File: config.mk
export PLATFORM = sky130hd
export DESIGN_NAME = sleep_mode_controller
export DESIGN_NICKNAME = d
export VERILOG_FILES = /design/src/core/sleep_pkg.sv /design/src/core/wake_source_filter.sv /design/src/core/axil_sleep_regs.sv /design/src/core/sleep_mode_controller.sv
export VERILOG_INCLUDE_DIRS = /design/src /design/src/core
export SDC_FILE = /design/constraint.sdc
export NUM_CORES = 1
export LEC_CHECK = 0
export ABC_AREA = 1
export BUFFER_PORTS_ARGS = -buffer_cell sky130_fd_sc_hd__buf_2
export CAP_MARGIN = 20
export CORE_ASPECT_RATIO = 0.75
export CORE_MARGIN = 5
export CORE_UTILIZATION = 29
export CTS_CLUSTER_SIZE = 16
export DETAILED_ROUTE_END_ITERATION = 8
export SLEW_MARGIN = 20
export SYNTH_ARGS = -nofsm -noshare
export SYNTH_HDL_FRONTEND = slang
export SYNTH_SLANG_ARGS = --single-unit
export TNS_END_PERCENT = 100
File: constraint.sdc
create_clock -name clk -period 3.4 [get_ports clk]
set_input_delay 0.51 -clock clk [delete_from_list [all_inputs] [get_ports clk]]
set_output_delay 0.51 -clock clk [all_outputs]
set_load 0.1 [all_outputs]
File: src/core/sleep_consts.svh
// Constants for the sleep-mode controller: register offsets, fields and timing counts.
`ifndef SLEEP_CONSTS_SVH
`define SLEEP_CONSTS_SVH
`define SLP_CTRL_OFFSET 8'h00
`define SLP_STATUS_OFFSET 8'h04
`define SLP_WAKE_EN_OFFSET 8'h08
`define SLP_ARM_BIT 0
`define SLP_MODE_LSB 1
`define SLP_MODE_MSB 3
`define SLP_BOD_OFF_BIT 4
`define SLP_CTRL_RESET 32'h0000_0000
`define SLP_WAKE_EN_RESET 8'hFF
`define SLP_WAKE_STALL_CYCLES 3'h4
`define SLP_OSC_STARTUP_NS 1000
`define SLP_CLK_PERIOD_NS 10
`define SLP_OSC_STARTUP_CYCLES ((`SLP_OSC_STARTUP_NS + `SLP_CLK_PERIOD_NS - 1) / `SLP_CLK_PERIOD_NS)
`endif

File: src/core/sleep_pkg.sv
// Types shared by the sleep-mode controller files.
package sleep_pkg;
    // Sleep mode select encodings.
    typedef enum logic [2:0] {
        MODE_IDLE = 3'h0,
        MODE_ADC_NR = 3'h1,
        MODE_PWR_DOWN = 3'h2,
        MODE_PWR_SAVE = 3'h3,
        MODE_RSVD4 = 3'h4,
        MODE_RSVD5 = 3'h5,
        MODE_STANDBY = 3'h6,
        MODE_EXT_STANDBY = 3'h7
    } sleep_mode_e;
    // Wake source bit positions in an eight-bit source vector.
    typedef enum logic [2:0] {
        SRC_EXT_LEVEL = 3'h0,
        SRC_EXT_EDGE = 3'h1,
        SRC_ADDR_MATCH = 3'h2,
        SRC_TIMER_TWO = 3'h3,
        SRC_MEM_READY = 3'h4,
        SRC_CONV_DONE = 3'h5,
        SRC_WATCHDOG = 3'h6,
        SRC_SERIAL = 3'h7
    } wake_src_e;
    // Controller sequence states, one-hot.
    typedef enum logic [3:0] {
        ST_RUN = 4'h1,
        ST_SLEEP = 4'h2,
        ST_STARTUP = 4'h4,
        ST_STALL = 4'h8
    } seq_state_e;
endpackage

File: src/core/wake_source_filter.sv
// Per-mode wake source gating and clock domain enable table.
`timescale 1ns/1ps
module wake_source_filter (
    input wire logic [2:0] mode,
    input wire logic timer_async,
    input wire logic [7:0] src_pending,
    input wire logic [7:0] src_enable,
    input wire logic other_io_event,
    output logic wake_hit,
    output logic [4:0] domain_run,
    output logic main_osc_run,
    output logic timer_osc_run,
    output logic bod_off_allowed
);
    logic [7:0] valid_mask;
    logic [7:0] hits;
    logic other_ok;

    // Builds the valid wake sources and running clocks for the mode.
    always_comb begin
        valid_mask = 8'h00;
        domain_run = 5'h00;
        main_osc_run = 1'b0;
        timer_osc_run = 1'b0;
        bod_off_allowed = 1'b0;
        other_ok = 1'b0;
        unique case (mode)
            3'h0: begin
                valid_mask = 8'hFF;
                domain_run = 5'h1C;
                main_osc_run = 1'b1;
                other_ok = 1'b1;
                timer_osc_run = timer_async;
                valid_mask[sleep_pkg::SRC_TIMER_TWO] = timer_async;
            end
            3'h1: begin
                valid_mask = 8'hFD;
                domain_run = 5'h18;
                main_osc_run = 1'b1;
                timer_osc_run = timer_async;
                valid_mask[sleep_pkg::SRC_TIMER_TWO] = timer_async;
            end
            3'h2, 3'h6: begin
                // deep modes wake on few sources
                valid_mask = 8'hC5;
                bod_off_allowed = 1'b1;
                main_osc_run = (mode == 3'h6);
            end
            3'h3, 3'h7: begin
                valid_mask = 8'hC5;
                valid_mask[sleep_pkg::SRC_TIMER_TWO] = timer_async;
                domain_run = {timer_async, 4'h0};
                timer_osc_run = timer_async;
                main_osc_run = (mode == 3'h7);
                bod_off_allowed = 1'b1;
            end
            default: begin
                valid_mask = 8'h00;
            end
        endcase
    end

    assign hits = src_pending & src_enable & valid_mask;
    assign wake_hit = (|hits) | (other_ok & other_io_event);
endmodule

File: src/core/axil_sleep_regs.sv
// AXI4-Lite register slave for the sleep-mode controller.
`timescale 1ns/1ps
`include "sleep_consts.svh"
module axil_sleep_regs (
    input wire logic clk,
    input wire logic rst,
    input wire logic [7:0] s_axi_awaddr,
    input wire logic s_axi_awvalid,
    output logic s_axi_awready,
    input wire logic [31:0] s_axi_wdata,
    input wire logic [3:0] s_axi_wstrb,
    input wire logic s_axi_wvalid,
    output logic s_axi_wready,
    output logic [1:0] s_axi_bresp,
    output logic s_axi_bvalid,
    input wire logic s_axi_bready,
    input wire logic [7:0] s_axi_araddr,
    input wire logic s_axi_arvalid,
    output logic s_axi_arready,
    output logic [31:0] s_axi_rdata,
    output logic [1:0] s_axi_rresp,
    output logic s_axi_rvalid,
    input wire logic s_axi_rready,
    input wire logic [31:0] status_word,
    output logic [4:0] ctrl_r,
    output logic [7:0] wake_en_r
);
    logic [7:0] awaddr_r;
    logic aw_held_r;
    logic [7:0] wdata_r;
    logic w_held_r;
    logic do_write;

    // Write address and data are taken independently.
    assign s_axi_awready = !aw_held_r && !s_axi_bvalid;
    assign s_axi_wready = !w_held_r && !s_axi_bvalid;
    assign do_write = aw_held_r && w_held_r;
    assign s_axi_arready = !s_axi_rvalid;

    // Captures write address and data.
    always_ff @(posedge clk or posedge rst) begin
        if (rst) begin
            aw_held_r <= 1'b0;
            w_held_r <= 1'b0;
            awaddr_r <= 8'h00;
            wdata_r <= 8'h00;
        end else if (do_write) begin
            aw_held_r <= 1'b0;
            w_held_r <= 1'b0;
        end else begin
            if (s_axi_awvalid && s_axi_awready) begin
                aw_held_r <= 1'b1;
                awaddr_r <= s_axi_awaddr;
            end
            if (s_axi_wvalid && s_axi_wready) begin
                w_held_r <= 1'b1;
                wdata_r <= s_axi_wstrb[0] ? s_axi_wdata[7:0] : 8'h00;
            end
        end
    end

    // Updates registers and the write response.
    always_ff @(posedge clk or posedge rst) begin
        if (rst) begin
            ctrl_r <= 5'h00;
            wake_en_r <= `SLP_WAKE_EN_RESET;
            s_axi_bvalid <= 1'b0;
            s_axi_bresp <= 2'h0;
        end else begin
            if (do_write) begin
                s_axi_bvalid <= 1'b1;
                s_axi_bresp <= 2'h0;
                if (awaddr_r[7:2] == 6'(`SLP_CTRL_OFFSET >> 2)) begin
                    ctrl_r <= wdata_r[4:0];
                end else if (awaddr_r[7:2] == 6'(`SLP_WAKE_EN_OFFSET >> 2)) begin
                    wake_en_r <= wdata_r;
                end else if (awaddr_r[7:2] != 6'(`SLP_STATUS_OFFSET >> 2)) begin
                    s_axi_bresp <= 2'h2;
                end
            end else if (s_axi_bready) begin
                s_axi_bvalid <= 1'b0;
            end
        end
    end

    // Read channel with one-cycle answer.
    always_ff @(posedge clk or posedge rst) begin
        if (rst) begin
            s_axi_rvalid <= 1'b0;
            s_axi_rdata <= 32'h0000_0000;
            s_axi_rresp <= 2'h0;
        end else if (s_axi_arvalid && s_axi_arready) begin
            s_axi_rvalid <= 1'b1;
            s_axi_rresp <= 2'h0;
            unique case (s_axi_araddr[7:2])
                6'h00: s_axi_rdata <= {27'h0, ctrl_r};
                6'h01: s_axi_rdata <= status_word;
                6'h02: s_axi_rdata <= {24'h0, wake_en_r};
                default: begin
                    s_axi_rdata <= 32'h0000_0000;
                    s_axi_rresp <= 2'h2;
                end
            endcase
        end else if (s_axi_rready) begin
            s_axi_rvalid <= 1'b0;
        end
    end
endmodule

File: src/core/sleep_mode_controller.sv
// Sleep-mode controller: sleep entry, clock gating and wake-up sequencing.
`timescale 1ns/1ps
`include "sleep_consts.svh"
module sleep_mode_controller (
    input wire logic clk,
    input wire logic rst,
    input wire logic [7:0] s_axi_awaddr,
    input wire logic s_axi_awvalid,
    output logic s_axi_awready,
    input wire logic [31:0] s_axi_wdata,
    input wire logic [3:0] s_axi_wstrb,
    input wire logic s_axi_wvalid,
    output logic s_axi_wready,
    output logic [1:0] s_axi_bresp,
    output logic s_axi_bvalid,
    input wire logic s_axi_bready,
    input wire logic [7:0] s_axi_araddr,
    input wire logic s_axi_arvalid,
    output logic s_axi_arready,
    output logic [31:0] s_axi_rdata,
    output logic [1:0] s_axi_rresp,
    output logic s_axi_rvalid,
    input wire logic s_axi_rready,
    input wire logic sleep_instr,
    input wire logic timer_async,
    input wire logic ext_irq_level,
    input wire logic ext_irq_edge,
    input wire logic pin_change_interrupt,
    input wire logic addr_match,
    input wire logic timer_two_irq,
    input wire logic mem_ready,
    input wire logic conv_done,
    input wire logic watchdog_irq,
    input wire logic serial_start_frame,
    input wire logic other_io_event,
    input wire logic brownout_enable,
    output logic core_stall,
    output logic irq_dispatch,
    output logic core_domain_clock_en,
    output logic program_memory_clock_en,
    output logic peripheral_io_clock_en,
    output logic converter_clock_en,
    output logic async_timer_clock_en,
    output logic main_osc_en,
    output logic timer_osc_en,
    output logic brownout_active,
    output logic sleeping
);
    localparam logic [7:0] STARTUP_CYCLES = 8'(`SLP_OSC_STARTUP_CYCLES);

    logic [4:0] ctrl_r;
    logic [7:0] wake_en_r;
    logic [2:0] mode_r;
    logic bod_off_r;
    logic [7:0] pend_meta_r;
    logic [7:0] pend_r;
    logic [1:0] other_sync_r;
    logic [7:0] raw_src;
    logic wake_hit;
    logic [4:0] dom_run;
    logic osc_run;
    logic tosc_run;
    logic bod_off_ok;
    logic [7:0] cnt_r;
    logic [7:0] cnt_nxt;
    sleep_pkg::seq_state_e state_r;
    sleep_pkg::seq_state_e state_nxt;
    logic [31:0] status_word;
    logic sleep_go;

    // Register slave for control, status and wake enables.
    axil_sleep_regs regs (
        .clk(clk),
        .rst(rst),
        .s_axi_awaddr(s_axi_awaddr),
        .s_axi_awvalid(s_axi_awvalid),
        .s_axi_awready(s_axi_awready),
        .s_axi_wdata(s_axi_wdata),
        .s_axi_wstrb(s_axi_wstrb),
        .s_axi_wvalid(s_axi_wvalid),
        .s_axi_wready(s_axi_wready),
        .s_axi_bresp(s_axi_bresp),
        .s_axi_bvalid(s_axi_bvalid),
        .s_axi_bready(s_axi_bready),
        .s_axi_araddr(s_axi_araddr),
        .s_axi_arvalid(s_axi_arvalid),
        .s_axi_arready(s_axi_arready),
        .s_axi_rdata(s_axi_rdata),
        .s_axi_rresp(s_axi_rresp),
        .s_axi_rvalid(s_axi_rvalid),
        .s_axi_rready(s_axi_rready),
        .status_word(status_word),
        .ctrl_r(ctrl_r),
        .wake_en_r(wake_en_r)
    );

    // Source vector; the serial input is start-frame detect only.
    // only start frame reaches wake
    assign raw_src = {serial_start_frame, watchdog_irq, conv_done, mem_ready,
                      timer_two_irq, addr_match, ext_irq_edge,
                      ext_irq_level | pin_change_interrupt};

    // Two-flop synchronisers for the asynchronous wake sources.
    genvar gi;
    generate
        for (gi = 0; gi < 8; gi = gi + 1) begin : g_sync
            always_ff @(posedge clk or posedge rst) begin
                if (rst) begin
                    pend_meta_r[gi] <= 1'b0;
                    pend_r[gi] <= 1'b0;
                end else begin
                    pend_meta_r[gi] <= raw_src[gi];
                    pend_r[gi] <= pend_meta_r[gi];
                end
            end
        end
    endgenerate

    // Synchroniser for the generic I/O event.
    always_ff @(posedge clk or posedge rst) begin
        if (rst) begin
            other_sync_r <= 2'h0;
        end else begin
            other_sync_r <= {other_sync_r[0], other_io_event};
        end
    end

    // Per-mode gating of sources and clock domains.
    wake_source_filter filt (
        .mode(mode_r),
        .timer_async(timer_async),
        .src_pending(pend_r),
        .src_enable(wake_en_r),
        .other_io_event(other_sync_r[1]),
        .wake_hit(wake_hit),
        .domain_run(dom_run),
        .main_osc_run(osc_run),
        .timer_osc_run(tosc_run),
        .bod_off_allowed(bod_off_ok)
    );

    assign sleep_go = sleep_instr && ctrl_r[`SLP_ARM_BIT] && state_r == sleep_pkg::ST_RUN;

    // Sequencer next state.
    always_comb begin
        state_nxt = state_r;
        cnt_nxt = cnt_r;
        unique case (state_r)
            sleep_pkg::ST_RUN: begin
                if (sleep_go) begin
                    state_nxt = sleep_pkg::ST_SLEEP;
                end
            end
            sleep_pkg::ST_SLEEP: begin
                if (wake_hit) begin
                    state_nxt = sleep_pkg::ST_STARTUP;
                    cnt_nxt = osc_run ? 8'h01 : STARTUP_CYCLES;
                end
            end
            sleep_pkg::ST_STARTUP: begin
                if (cnt_r <= 8'h01) begin
                    state_nxt = sleep_pkg::ST_STALL;
                    cnt_nxt = {5'h00, `SLP_WAKE_STALL_CYCLES};
                end else begin
                    cnt_nxt = cnt_r - 8'h01;
                end
            end
            sleep_pkg::ST_STALL: begin
                if (cnt_r <= 8'h01) begin
                    state_nxt = sleep_pkg::ST_RUN;
                    cnt_nxt = 8'h00;
                end else begin
                    cnt_nxt = cnt_r - 8'h01;
                end
            end
        endcase
    end

    // reset in sleep returns to run
    always_ff @(posedge clk or posedge rst) begin
        if (rst) begin
            state_r <= sleep_pkg::ST_RUN;
            cnt_r <= 8'h00;
        end else begin
            state_r <= state_nxt;
            cnt_r <= cnt_nxt;
        end
    end

    always_ff @(posedge clk or posedge rst) begin
        if (rst) begin
            mode_r <= 3'h0;
            bod_off_r <= 1'b0;
        end else if (sleep_go) begin
            mode_r <= ctrl_r[`SLP_MODE_MSB:`SLP_MODE_LSB];
            bod_off_r <= ctrl_r[`SLP_BOD_OFF_BIT];
        end
    end

    // One-cycle pulse to run the interrupt handler.
    always_ff @(posedge clk or posedge rst) begin
        if (rst) begin
            irq_dispatch <= 1'b0;
        end else begin
            irq_dispatch <= state_r == sleep_pkg::ST_STALL && state_nxt == sleep_pkg::ST_RUN;
        end
    end

    // Clock enables; clocks only gate, so register and memory hold.
    // state kept by gating only
    always_comb begin
        sleeping = state_r == sleep_pkg::ST_SLEEP;
        core_stall = state_r != sleep_pkg::ST_RUN;
        core_domain_clock_en = !sleeping;
        program_memory_clock_en = !sleeping;
        peripheral_io_clock_en = !sleeping || dom_run[2];
        converter_clock_en = !sleeping || dom_run[3];
        async_timer_clock_en = !sleeping || dom_run[4];
        main_osc_en = !sleeping || osc_run;
        timer_osc_en = timer_async && (!sleeping || tosc_run);
        brownout_active = brownout_enable && !(sleeping && bod_off_r && bod_off_ok);
    end

    // Status word: sleeping flag, latched mode and one-hot state.
    assign status_word = {20'h00000, state_r, 4'h0, mode_r, sleeping};

    // chk_unarmed_no_sleep: sleep instruction without arm does not enter sleep.
    chk_unarmed_no_sleep: assert property (@(posedge clk) disable iff (rst)
        (state_r == sleep_pkg::ST_RUN && sleep_instr && !ctrl_r[0]) |=> !sleeping)
        else $error("unarmed sleep entered sleep");

    chk_armed_enter: assert property (@(posedge clk) disable iff (rst)
        (state_r == sleep_pkg::ST_RUN && sleep_instr && ctrl_r[0]) |=> sleeping)
        else $error("armed sleep not entered");

    chk_stall_four: assert property (@(posedge clk) disable iff (rst)
        $rose(state_r == sleep_pkg::ST_STALL) |-> core_stall [*4] ##1 irq_dispatch)
        else $error("wake stall not four cycles");

    chk_wake_leaves: assert property (@(posedge clk) disable iff (rst)
        (sleeping && wake_hit) |=> state_r == sleep_pkg::ST_STARTUP)
        else $error("wake source ignored");

    chk_idle_clocks: assert property (@(posedge clk) disable iff (rst)
        (sleeping && mode_r == 3'h0) |-> !core_domain_clock_en && peripheral_io_clock_en
        && main_osc_en) else $error("idle clock gating wrong");

    chk_noise_clocks: assert property (@(posedge clk) disable iff (rst)
        (sleeping && mode_r == 3'h1) |-> !peripheral_io_clock_en && converter_clock_en)
        else $error("noise reduction clocks wrong");

    chk_pdown_clocks: assert property (@(posedge clk) disable iff (rst)
        (sleeping && mode_r == 3'h2) |-> !main_osc_en && !async_timer_clock_en)
        else $error("power-down clocks running");

    chk_async_follow: assert property (@(posedge clk) disable iff (rst)
        (sleeping && mode_r == 3'h3) |-> async_timer_clock_en == timer_async)
        else $error("async domain wrong in power-save");

    chk_standby_osc: assert property (@(posedge clk) disable iff (rst)
        (sleeping && mode_r == 3'h6) |-> main_osc_en && !peripheral_io_clock_en)
        else $error("standby oscillator off");

    chk_edge_deep: assert property (@(posedge clk) disable iff (rst)
        (sleeping && mode_r == 3'h2 && pend_r == 8'h02 && !other_sync_r[1]) |=> sleeping)
        else $error("edge interrupt woke deep mode");

    chk_bod_idle: assert property (@(posedge clk) disable iff (rst)
        (sleeping && mode_r == 3'h0 && brownout_enable) |-> brownout_active)
        else $error("brown-out disabled in idle");

    chk_mode_latched: assert property (@(posedge clk) disable iff (rst)
        sleep_go |=> mode_r == $past(ctrl_r[`SLP_MODE_MSB:`SLP_MODE_LSB]))
        else $error("sleep mode not latched");

    chk_stall_no_dispatch: assert property (@(posedge clk) disable iff (rst)
        core_stall |-> !irq_dispatch)
        else $error("handler dispatched during stall");

    chk_deep_startup: assert property (@(posedge clk) disable iff (rst)
        (sleeping && wake_hit && !main_osc_en) |=> (state_r == sleep_pkg::ST_STARTUP) [*8])
        else $error("start-up cut short");

    chk_deep_bod: assert property (@(posedge clk) disable iff (rst)
        (sleeping && mode_r[1] && bod_off_r) |-> !brownout_active)
        else $error("brown-out not disabled in deep mode");

    chk_noise_bod: assert property (@(posedge clk) disable iff (rst)
        (sleeping && mode_r == 3'h1 && brownout_enable) |-> brownout_active)
        else $error("brown-out disabled in noise reduction");

    chk_run_clocks: assert property (@(posedge clk) disable iff (rst)
        !sleeping |-> core_domain_clock_en && program_memory_clock_en && main_osc_en)
        else $error("clock stopped outside sleep");

    chk_timer_osc: assert property (@(posedge clk) disable iff (rst)
        (sleeping && !timer_async) |-> !timer_osc_en)
        else $error("timer oscillator on without async mode");

    chk_deep_domains: assert property (@(posedge clk) disable iff (rst)
        (sleeping && mode_r[1]) |-> !core_domain_clock_en && !peripheral_io_clock_en
        && !converter_clock_en) else $error("domain clock running in deep mode");
endmodule

# After elaboration in Yosys (flattened, before gate mapping)

Cells that the tools add are included.

Add/subtract/negate cells: 1
Magnitude comparators: 1
Equality and inequality tests: 16
Mux-type cells: 30
Bitwise logic cells: 7
Reductions and logical operators: 44

Operators with widths:

| cell                                                 | count |
|---|---|
| case mux 12 bit (3 select lines)                     | 1 |
| two-way mux 8 bit                                    | 4 |
| case mux 8 bit (4 select lines)                      | 1 |
| case mux 8 bit (3 select lines)                      | 1 |
| AND 8 bit                                            | 2 |
| two-way mux 4 bit                                    | 4 |
| case mux 4 bit (4 select lines)                      | 1 |
| case mux 5 bit (3 select lines)                      | 1 |
| logical AND 1 bit                                    | 13 |
| == test 6 x 2 -> 1 bit (second input constant)       | 2 |
| logical NOT 6 bit                                    | 2 |
| two-way mux 1 bit                                    | 11 |
| == test 4 x 1 -> 1 bit (second input constant)       | 2 |
| <= comparator 8 x 1 -> 1 bit (second input constant) | 1 |
| two-way mux 2 bit                                    | 4 |
| AND reduction 2 bit                                  | 4 |
| nonzero test 2 bit                                   | 4 |
| OR reduction 4 bit                                   | 2 |
| OR reduction 8 bit                                   | 1 |
| subtractor 8 x 1 -> 8 bit (second input constant)    | 1 |
| two-way mux 7 bit                                    | 1 |
| == test 3 x 2 -> 1 bit (second input constant)       | 2 |
| == test 3 bit (second input constant)                | 2 |
| == test 6 x 1 -> 1 bit (second input constant)       | 1 |
| other kinds (18)                                     | 31 |

Register bits after elaboration: 104
Output and inout bits: 52

# Depth between registers and ports, before layout

Gate-level depths: netlist (run 1).

Depth after elaboration: 10
Depth in mapped cells: 11

# Modules after synthesis

A second synthesis (run 1) with hierarchy kept.

Cell total of the unflattened synthesis: 530
Area, all modules: 4581.9 um^2

Modules (own cells, without submodules):

| module                | times used | cells an instance | area each (um^2) | sequential area each (um^2) |
|---|---|---|---|---|
| axil_sleep_regs       | 1          | 323               | 2839.0           | 1636.6 |
| sleep_mode_controller | 1          | 168               | 1534.0           | 877.1 |
| wake_source_filter    | 1          | 39                | 209.0            | 0.0 |

# Least setup slack after synthesis (run 1)

No wires, ideal clock.

Kind: reg2out
From: reg state_r[0]
To: out timer_osc_en
Arrival time: 3.720 ns
Required time: 2.890 ns
Slack: -0.830 ns
Cell stages (with the launch flop): 5
Cells stage by stage: dfstp_2 > inv_1 > nand3_2 > clkinv_4 > a21boi_0

Longest elaborated chain between the ends: 4

RTL lines:

| item                     | line                         | source |
|---|---|---|
| start, declared          | sleep_mode_controller.sv:66  | `sleep_pkg::seq_state_e state_r;` |
| start signal, assigned   | sleep_mode_controller.sv:182 | `state_r <= sleep_pkg::ST_RUN;` |
| start signal, assigned   | sleep_mode_controller.sv:185 | `state_r <= state_nxt;` |
| == test 4 x 2 -> 1 bit   | sleep_mode_controller.sv:212 | `sleeping = state_r == sleep_pkg::ST_SLEEP;` |
| logical NOT 1 bit        | n/a                          |  |
| via core_domain_clock_en | sleep_mode_controller.sv:39  | `output logic core_domain_clock_en,` |
| logical OR 1 bit         | sleep_mode_controller.sv:220 | `timer_osc_en = timer_async && (!sleeping \|\| tosc_run);` |
| logical AND 1 bit        | sleep_mode_controller.sv:220 |  |
| end, declared            | sleep_mode_controller.sv:45  | `output logic timer_osc_en,` |

The timed path passes the listed nets, and every way through them passes these cells.

# Final worst setup path (run 1)

From: reg state_r[0]
To: out async_timer_clock_en

Longest elaborated chain between the ends: 3

RTL lines:

| item                   | line                         | source |
|---|---|---|
| == test 4 x 2 -> 1 bit | sleep_mode_controller.sv:212 |  |
| logical NOT 1 bit      | sleep_mode_controller.sv:218 | `async_timer_clock_en = !sleeping \|\| dom_run[4];` |
| logical OR 1 bit       | sleep_mode_controller.sv:218 |  |
| end, declared          | sleep_mode_controller.sv:43  | `output logic async_timer_clock_en,` |

Every way passes these cells.

==> summary.md, run 1 <==
| Metric | Value |
|---|---|
| Post-CTS setup buffers | `0` |
| Fin area | `4510 um2` |
| CTS sink count | `80` |
| Final Worst Setup Slack | `1.01 ns` |
| Synth Flop Type | `dfrtp_1` |
| Sequential share of the synthesized area | `54.4%` |
| Vias in the first global route | `2,795` |
| Crit path max-delay cell type | `dfstp_2` |
| Total die area | `15,100 um2` |
| Max Cap Violations | `0` |
| Final ANT Viol Nets | `0` |
| Fin crit share | `70.3%` |
| Setup violations, final | `0` |
| Slowest stage delay, CP | `0.56 ns` |
| Required time of the critical path | `2.89 ns` |
| GP Congestion | `0.839` |
| Max Buffers Root-to-Sink | `2` |
| Initial Utilization | `29.9%` |
| EDFF count, synth | `0` |
| CTS Buf Count | `9` |
| First-pass GRT wire length | `13,900 um` |
| Largest net degree at the start of global routing | `29` |
| P per Cell Area | `690 nW/um2` |
| Leakage | `0.00225 uW` |
| Die Y | `108 um` |
| DR WL/cell | `12.7 um` |
| Post-DP HPWL | `6460 um` |
| Largest cells by area after synthesis | `dfrtp_1 48%, nand2_1 13%, dfstp_2 6.4%` |
| Critical path buffer and inverter count | `3` |
| Placed cells | `645` |
| Vias/cell | `4.28` |
| # DRC | `0` |
| N_diodes | `0` |
| Dominant cell type by area after synthesis | `dfrtp_1` |
| Cell Area, Synth | `3700 um2` |
| Core ar. | `12,400 um2` |
| Resize count post-CTS | `0` |
| Die extent in x | `140 um` |
| Placed instance area | `4170 um2` |
| Critical path cell sequence | `inv_1, nand3_2, clkinv_4, nand2_1, a31o_2, buf_2` |
| YS warnings | `0` |
| Crit. End Element | `output pin` |
| CP Launch Type | `flip-flop` |
| Worst Setup Path Type | `flip-flop to output pin` |
| CTS Hold Bufs | `0` |
| Worst slack, placed | `1.36 ns` |
| Top cell type's share of synthesized area | `48.0%` |
| Rel. slew slack | `64.8%` |
| Asr flop ratio synth | `100%` |
| Slew @ Worst Pin | `0.526 ns` |
| Fin. Hold Viols | `0` |
| Clock latency on the worst-skew pair | `0.33 ns` |
| First-pass detailed-route iteration total | `5` |
| Status | `finished clean` |
| Port bufs | `70` |
| Cell variety after synth | `37` |
| Global route overflow | `0` |
| GRT Util Overall | `11.6%` |
| Setup TNS | `0 ns` |
| VDD IR max | `0.287 mV` |
| Clk_skew | `0.00754 ns` |
| Reg2Reg Depth | `11` |
| H-Tree Level Count | `3` |
| Finished Layout Cells | `661` |
| DRT Wirelength | `8420 um` |
| Final nets | `564` |
| Post-layout util | `36.4%` |
| Mapped Cells | `412` |
| Crit Path Max Fanout | `7` |
| Initial DRC Count | `180` |
| IO Pins | `124` |
| Top delay family on crit path | `buffers and inverters` |
| Arrival @ worst endpoint | `1.88 ns` |
| HP Class | `input port to async pin` |
| Layout cells sized above 1 | `27.5%` |
| Clk slew on worst S/H paths | `0.07 ns` |
| CTS root buf | `clkbuf_16` |
| DR vias | `2,827` |
| Fin. max-slew vios | `0` |
| Area grow syn2layout | `21.8%` |
| #FFs+latches synth | `80` |
| Fin crit period | `2.39 ns` |
| Initial antenna violation count | `0` |
| CTS tree | `built` |
| Avg Inst Size Synth | `8.99 um2` |
| Row count | `35` |
| RSZ-0062 raised after global routing | `no` |
| Crit path depth | `6` |
| FMAX | `0.418 GHz` |
worst register-to-register path, cell delays in order (launching register included):
cell	delay (ns)
dfrtp_1	0.42
inv_1	0.15
ha_1	0.30
inv_1	0.06
nand2_1	0.06
nand2_1	0.05
nor2_2	0.20
a21oi_4	0.08
nand2_1	0.07
nand2_1	0.05
nand3_1	0.07
nand2_1	0.06
where the power goes:
part	switching, uW	internal (uW)
logic	610	169
registers	115	1140
clock network	401	676
total	1130	1990
synthesized netlist by cell type (4+ instances only):
cell and instances:
buf_4 24, o21ai_2 9, nand4_1 4, o21ai_0 15, inv_1 37, nand3_1 29
nor2_1 23, nor2_2 5, nand2_1 130, o31ai_1 4, dfrtp_1 71, o21ai_1 8
mux2_2 6, dfstp_2 9, nand3_2 4
stage by stage:
step           hold slack, ns  power [uW]
2_1_floorplan           0.331        1920
3_3_place_gp            0.336        2040
3_5_place_dp            0.336        2060
4_1_cts                 0.179        3160
5_1_grt                 0.225        3280
6_report                0.178        3110
routing by layer:
| metal | wire [um] | global-route usage (%) |
|---|---|---|
| met4 | 97 | 3.94 |
| met5 | 0 | 0 |
| met1 | 4050 | 15.8 |
| met2 | 3800 | 17.7 |
| met3 | 473 | 3.24 |
registers in the layout, summed over array words and instances, names as in the netlist, 2 cells and up:
signal            flops
pend_meta_r           8
other_sync_r          2
state_r               4
pend_r                8
regs.wdata_r          8
regs.ctrl_r           5
cnt_r                 8
regs.wake_en_r        8
mode_r                3
regs.s_axi_rdata     12
regs.awaddr_r         6
final timing paths:
kind | from | endpoint | slack (ns)
worst max-delay path | state_r[0] | async_timer_clock_en | 1.01
worst min-delay path | rst | regs.s_axi_rdata[8] | 0.18
worst max register to register | cnt_r[0] | cnt_r[6] | 1.70
worst min register to register | pend_meta_r[2] | pend_r[2] | 0.35
max in group asynchronous | rst | regs.wake_en_r[7] | 2.46
min in group clk | conv_done | pend_meta_r[5] | 0.28
layout by cell type, fill, tap and decap left out, drive strengths merged:
master,instances
nand2,131
buf,73
dfrtp,71
inv,41
nand3,34
o21ai,32
nor2,30
conb,22
clkbuf,10
dfstp,9
mux2,6
clkinv,6
nand4,5
o31ai,4
a21oi,4
o211ai,3
nand3b,2
xnor2,2
ha,2
bufinv,2
a31oi,1
and2,1
o22ai,1
a21boi,1
or2,1
a31o,1
area by class of cell:
| class | count | area, um2 |
|---|---|---|
| clock inverters | 6 | 100 |
| well taps | 166 | 208 |
| inverters | 43 | 168 |
| repair buffers | 73 | 373 |
| fillers | 1275 | 7880 |
| multi-input cells | 283 | 1410 |
| flip-flops and latches | 80 | 2010 |
| clock buffers | 10 | 239 |
kinds of logic after synthesis:
family          synth area share, %
fa+ha+maj                     0.676
buf+inv                        9.77
flops                          54.4
other cells                   0.101
compound gates                 8.28
mux                            1.82
simple gates                   24.5
xor+xnor                      0.473
Note: power is estimated with default switching activity, not from simulation.
==> inputs of run 2 (changes only) <==
==> constraint.sdc (replaced) <==
create_clock -name clk -period 2.37 [get_ports clk]
set_input_delay 0.3555 -clock clk [delete_from_list [all_inputs] [get_ports clk]]
set_output_delay 0.3555 -clock clk [all_outputs]
set_load 0.1 [all_outputs]
==> summary.md, run 2 (same netlist as run 1, synthesis figures left out) <==
| Metric | Value |
|---|---|
| Status | `finished clean` |
| Reg area | `2010 um2` |
| Met2 WL | `3720 um` |
| Fin crit period | `2.20 ns` |
| CP Launch Type | `flip-flop` |
| First-pass GRT wire length | `13,800 um` |
| Clk slew on worst S/H paths | `0.06 ns` |
| Final ANT Viol Nets | `0` |
| Initial antenna violation count | `0` |
| Setup violations, final | `0` |
| Leakage | `0.00226 uW` |
| Total die area | `15,100 um2` |
| Worst slack, placed | `0.525 ns` |
| Core ar. | `12,400 um2` |
| Placed instance area | `4220 um2` |
| HP Class | `input port to flip-flop` |
| CTS Buf Count | `9` |
| Port bufs | `70` |
| DR vias | `2,813` |
| Max Cap Violations | `0` |
| DR WL/cell | `12.7 um` |
| Crit Path Max Fanout | `7` |
| Slew @ Worst Pin | `0.539 ns` |
| Worst Setup Path Type | `flip-flop to output pin` |
| GP Congestion | `0.831` |
| Row count | `35` |
| Max FFs per register | `12` |
| DR top layer | `met4` |
| N_diodes | `0` |
| Layout cells sized above 1 | `28.3%` |
| Resize count post-CTS | `0` |
| Initial Utilization | `29.9%` |
| Global route overflow | `0` |
| DRT Wirelength | `8390 um` |
| Slowest stage delay, CP | `0.55 ns` |
| RSZ-0062 raised after global routing | `no` |
| Max Buffers Root-to-Sink | `2` |
| Fill count | `1,255` |
| Required time of the critical path | `2.01 ns` |
| Largest net degree at the start of global routing | `81` |
| Vias in the first global route | `2,756` |
| CTS root buf | `clkbuf_16` |
| Rel. slew slack | `64.0%` |
| Post-DP HPWL | `6400 um` |
| Fin crit share | `92.7%` |
| Fin. max-slew vios | `0` |
| Clk_skew | `0.00783 ns` |
| GRT Util Overall | `11.5%` |
| Initial DRC Count | `122` |
| Biggest register | `regs.s_axi_rdata` |
| FMAX | `0.455 GHz` |
| Fin. Hold Viols | `0` |
| Area grow syn2layout | `24.0%` |
| # DRC | `0` |
| Commonest non-fill, non-tap cell in the layout | `nand2_1` |
| Die Y | `108 um` |
| CTS tree | `built` |
| IO Pins | `124` |
| First-pass detailed-route iteration total | `4` |
| Final Worst Setup Slack | `0.172 ns` |
| CTS sink count | `80` |
| WL met3 | `497 um` |
| VDD IR max | `0.414 mV` |
| Fin area | `4590 um2` |
| Die extent in x | `140 um` |
| Critical path cell sequence | `inv_1, nand3_4, clkinv_4, nand2_2, a31o_4, buf_2` |
| CTS Hold Bufs | `0` |
| Crit path max-delay cell type | `dfstp_2` |
| P per Cell Area | `1020 nW/um2` |
| Arrival @ worst endpoint | `1.84 ns` |
| H-Tree Level Count | `3` |
| Crit. End Element | `output pin` |
| Most frequent cells in the layout | `129 x nand2_1, 70 x dfrtp_1, 70 x buf_2, 35 x inv_1, 29 x nand3_1` |
| Vias/cell | `4.26` |
| Multi-input logic area | `1450 um2` |
| Metal-1 WL | `4020 um` |
| Final nets | `563` |
| Clock latency on the worst-skew pair | `0.34 ns` |
| Post-CTS setup buffers | `0` |
run 2: final timing paths:
| path | start | end | slack, ns | cells after the start |
|---|---|---|---|---|
| worst max register to register | cnt_r[0] | cnt_r[6] | 0.70 | 11 |
| worst min register to register | pend_meta_r[5] | pend_r[5] | 0.35 | 0 |
| worst max-delay path | state_r[0] | async_timer_clock_en | 0.17 | 6 |
| max in group asynchronous | rst | regs.wake_en_r[6] | 1.87 | 3 |
| min in group asynchronous | rst | regs.s_axi_rresp[1] | 0.13 | 3 |
| worst min-delay path | serial_start_frame | pend_meta_r[7] | 0.12 | 1 |
run 2: stage by stage:
step	setup TNS (ns)	utilization, %	power (uW)	instances	hold WS, ns
3_3_place_gp	0	34.1	2970	644	0.335
3_5_place_dp	0	34.1	3010	644	0.335
2_1_floorplan	-0.372	-	2780	433	0.331
5_1_grt	0	37.0	4890	660	0.111
4_1_cts	0	37.0	4720	660	0.110
6_report	0	37.0	4670	660	0.123
run 2: power by group:
| part | internal, uW | total, uW | leakage [uW] | switching [uW] |
|---|---|---|---|---|
| logic | 256 | 1140 | 0.00114 | 882 |
| registers | 1640 | 1830 | 0.000943 | 186 |
| clock network | 1150 | 1700 | 0.000179 | 558 |
| total | 3040 | 4670 | 0.00226 | 1630 |
run 2: worst max-delay path: cells and delay by family (launching register included):
kind | cells | cell delay, ns
compound gates | 1 | 0.09
simple gates | 2 | 0.24
buf+inv | 3 | 0.62
flops | 1 | 0.55
run 2: metal layers:
metal	up-vias	GRT usage, %
met2	80	17.5
met5	-	0
met3	12	3.24
met4	0	4.43
li1	1425	-
met1	1296	15.6
run 2: area by class of cell:
cell class | count | area share, %
timing repair buffer | 72 | 8.23
sequential | 80 | 43.9
clock inverter | 6 | 3.05
tap | 166 | 4.52
clock buffer | 10 | 4.99
inverter | 43 | 3.79
multi-input combinational | 283 | 31.5
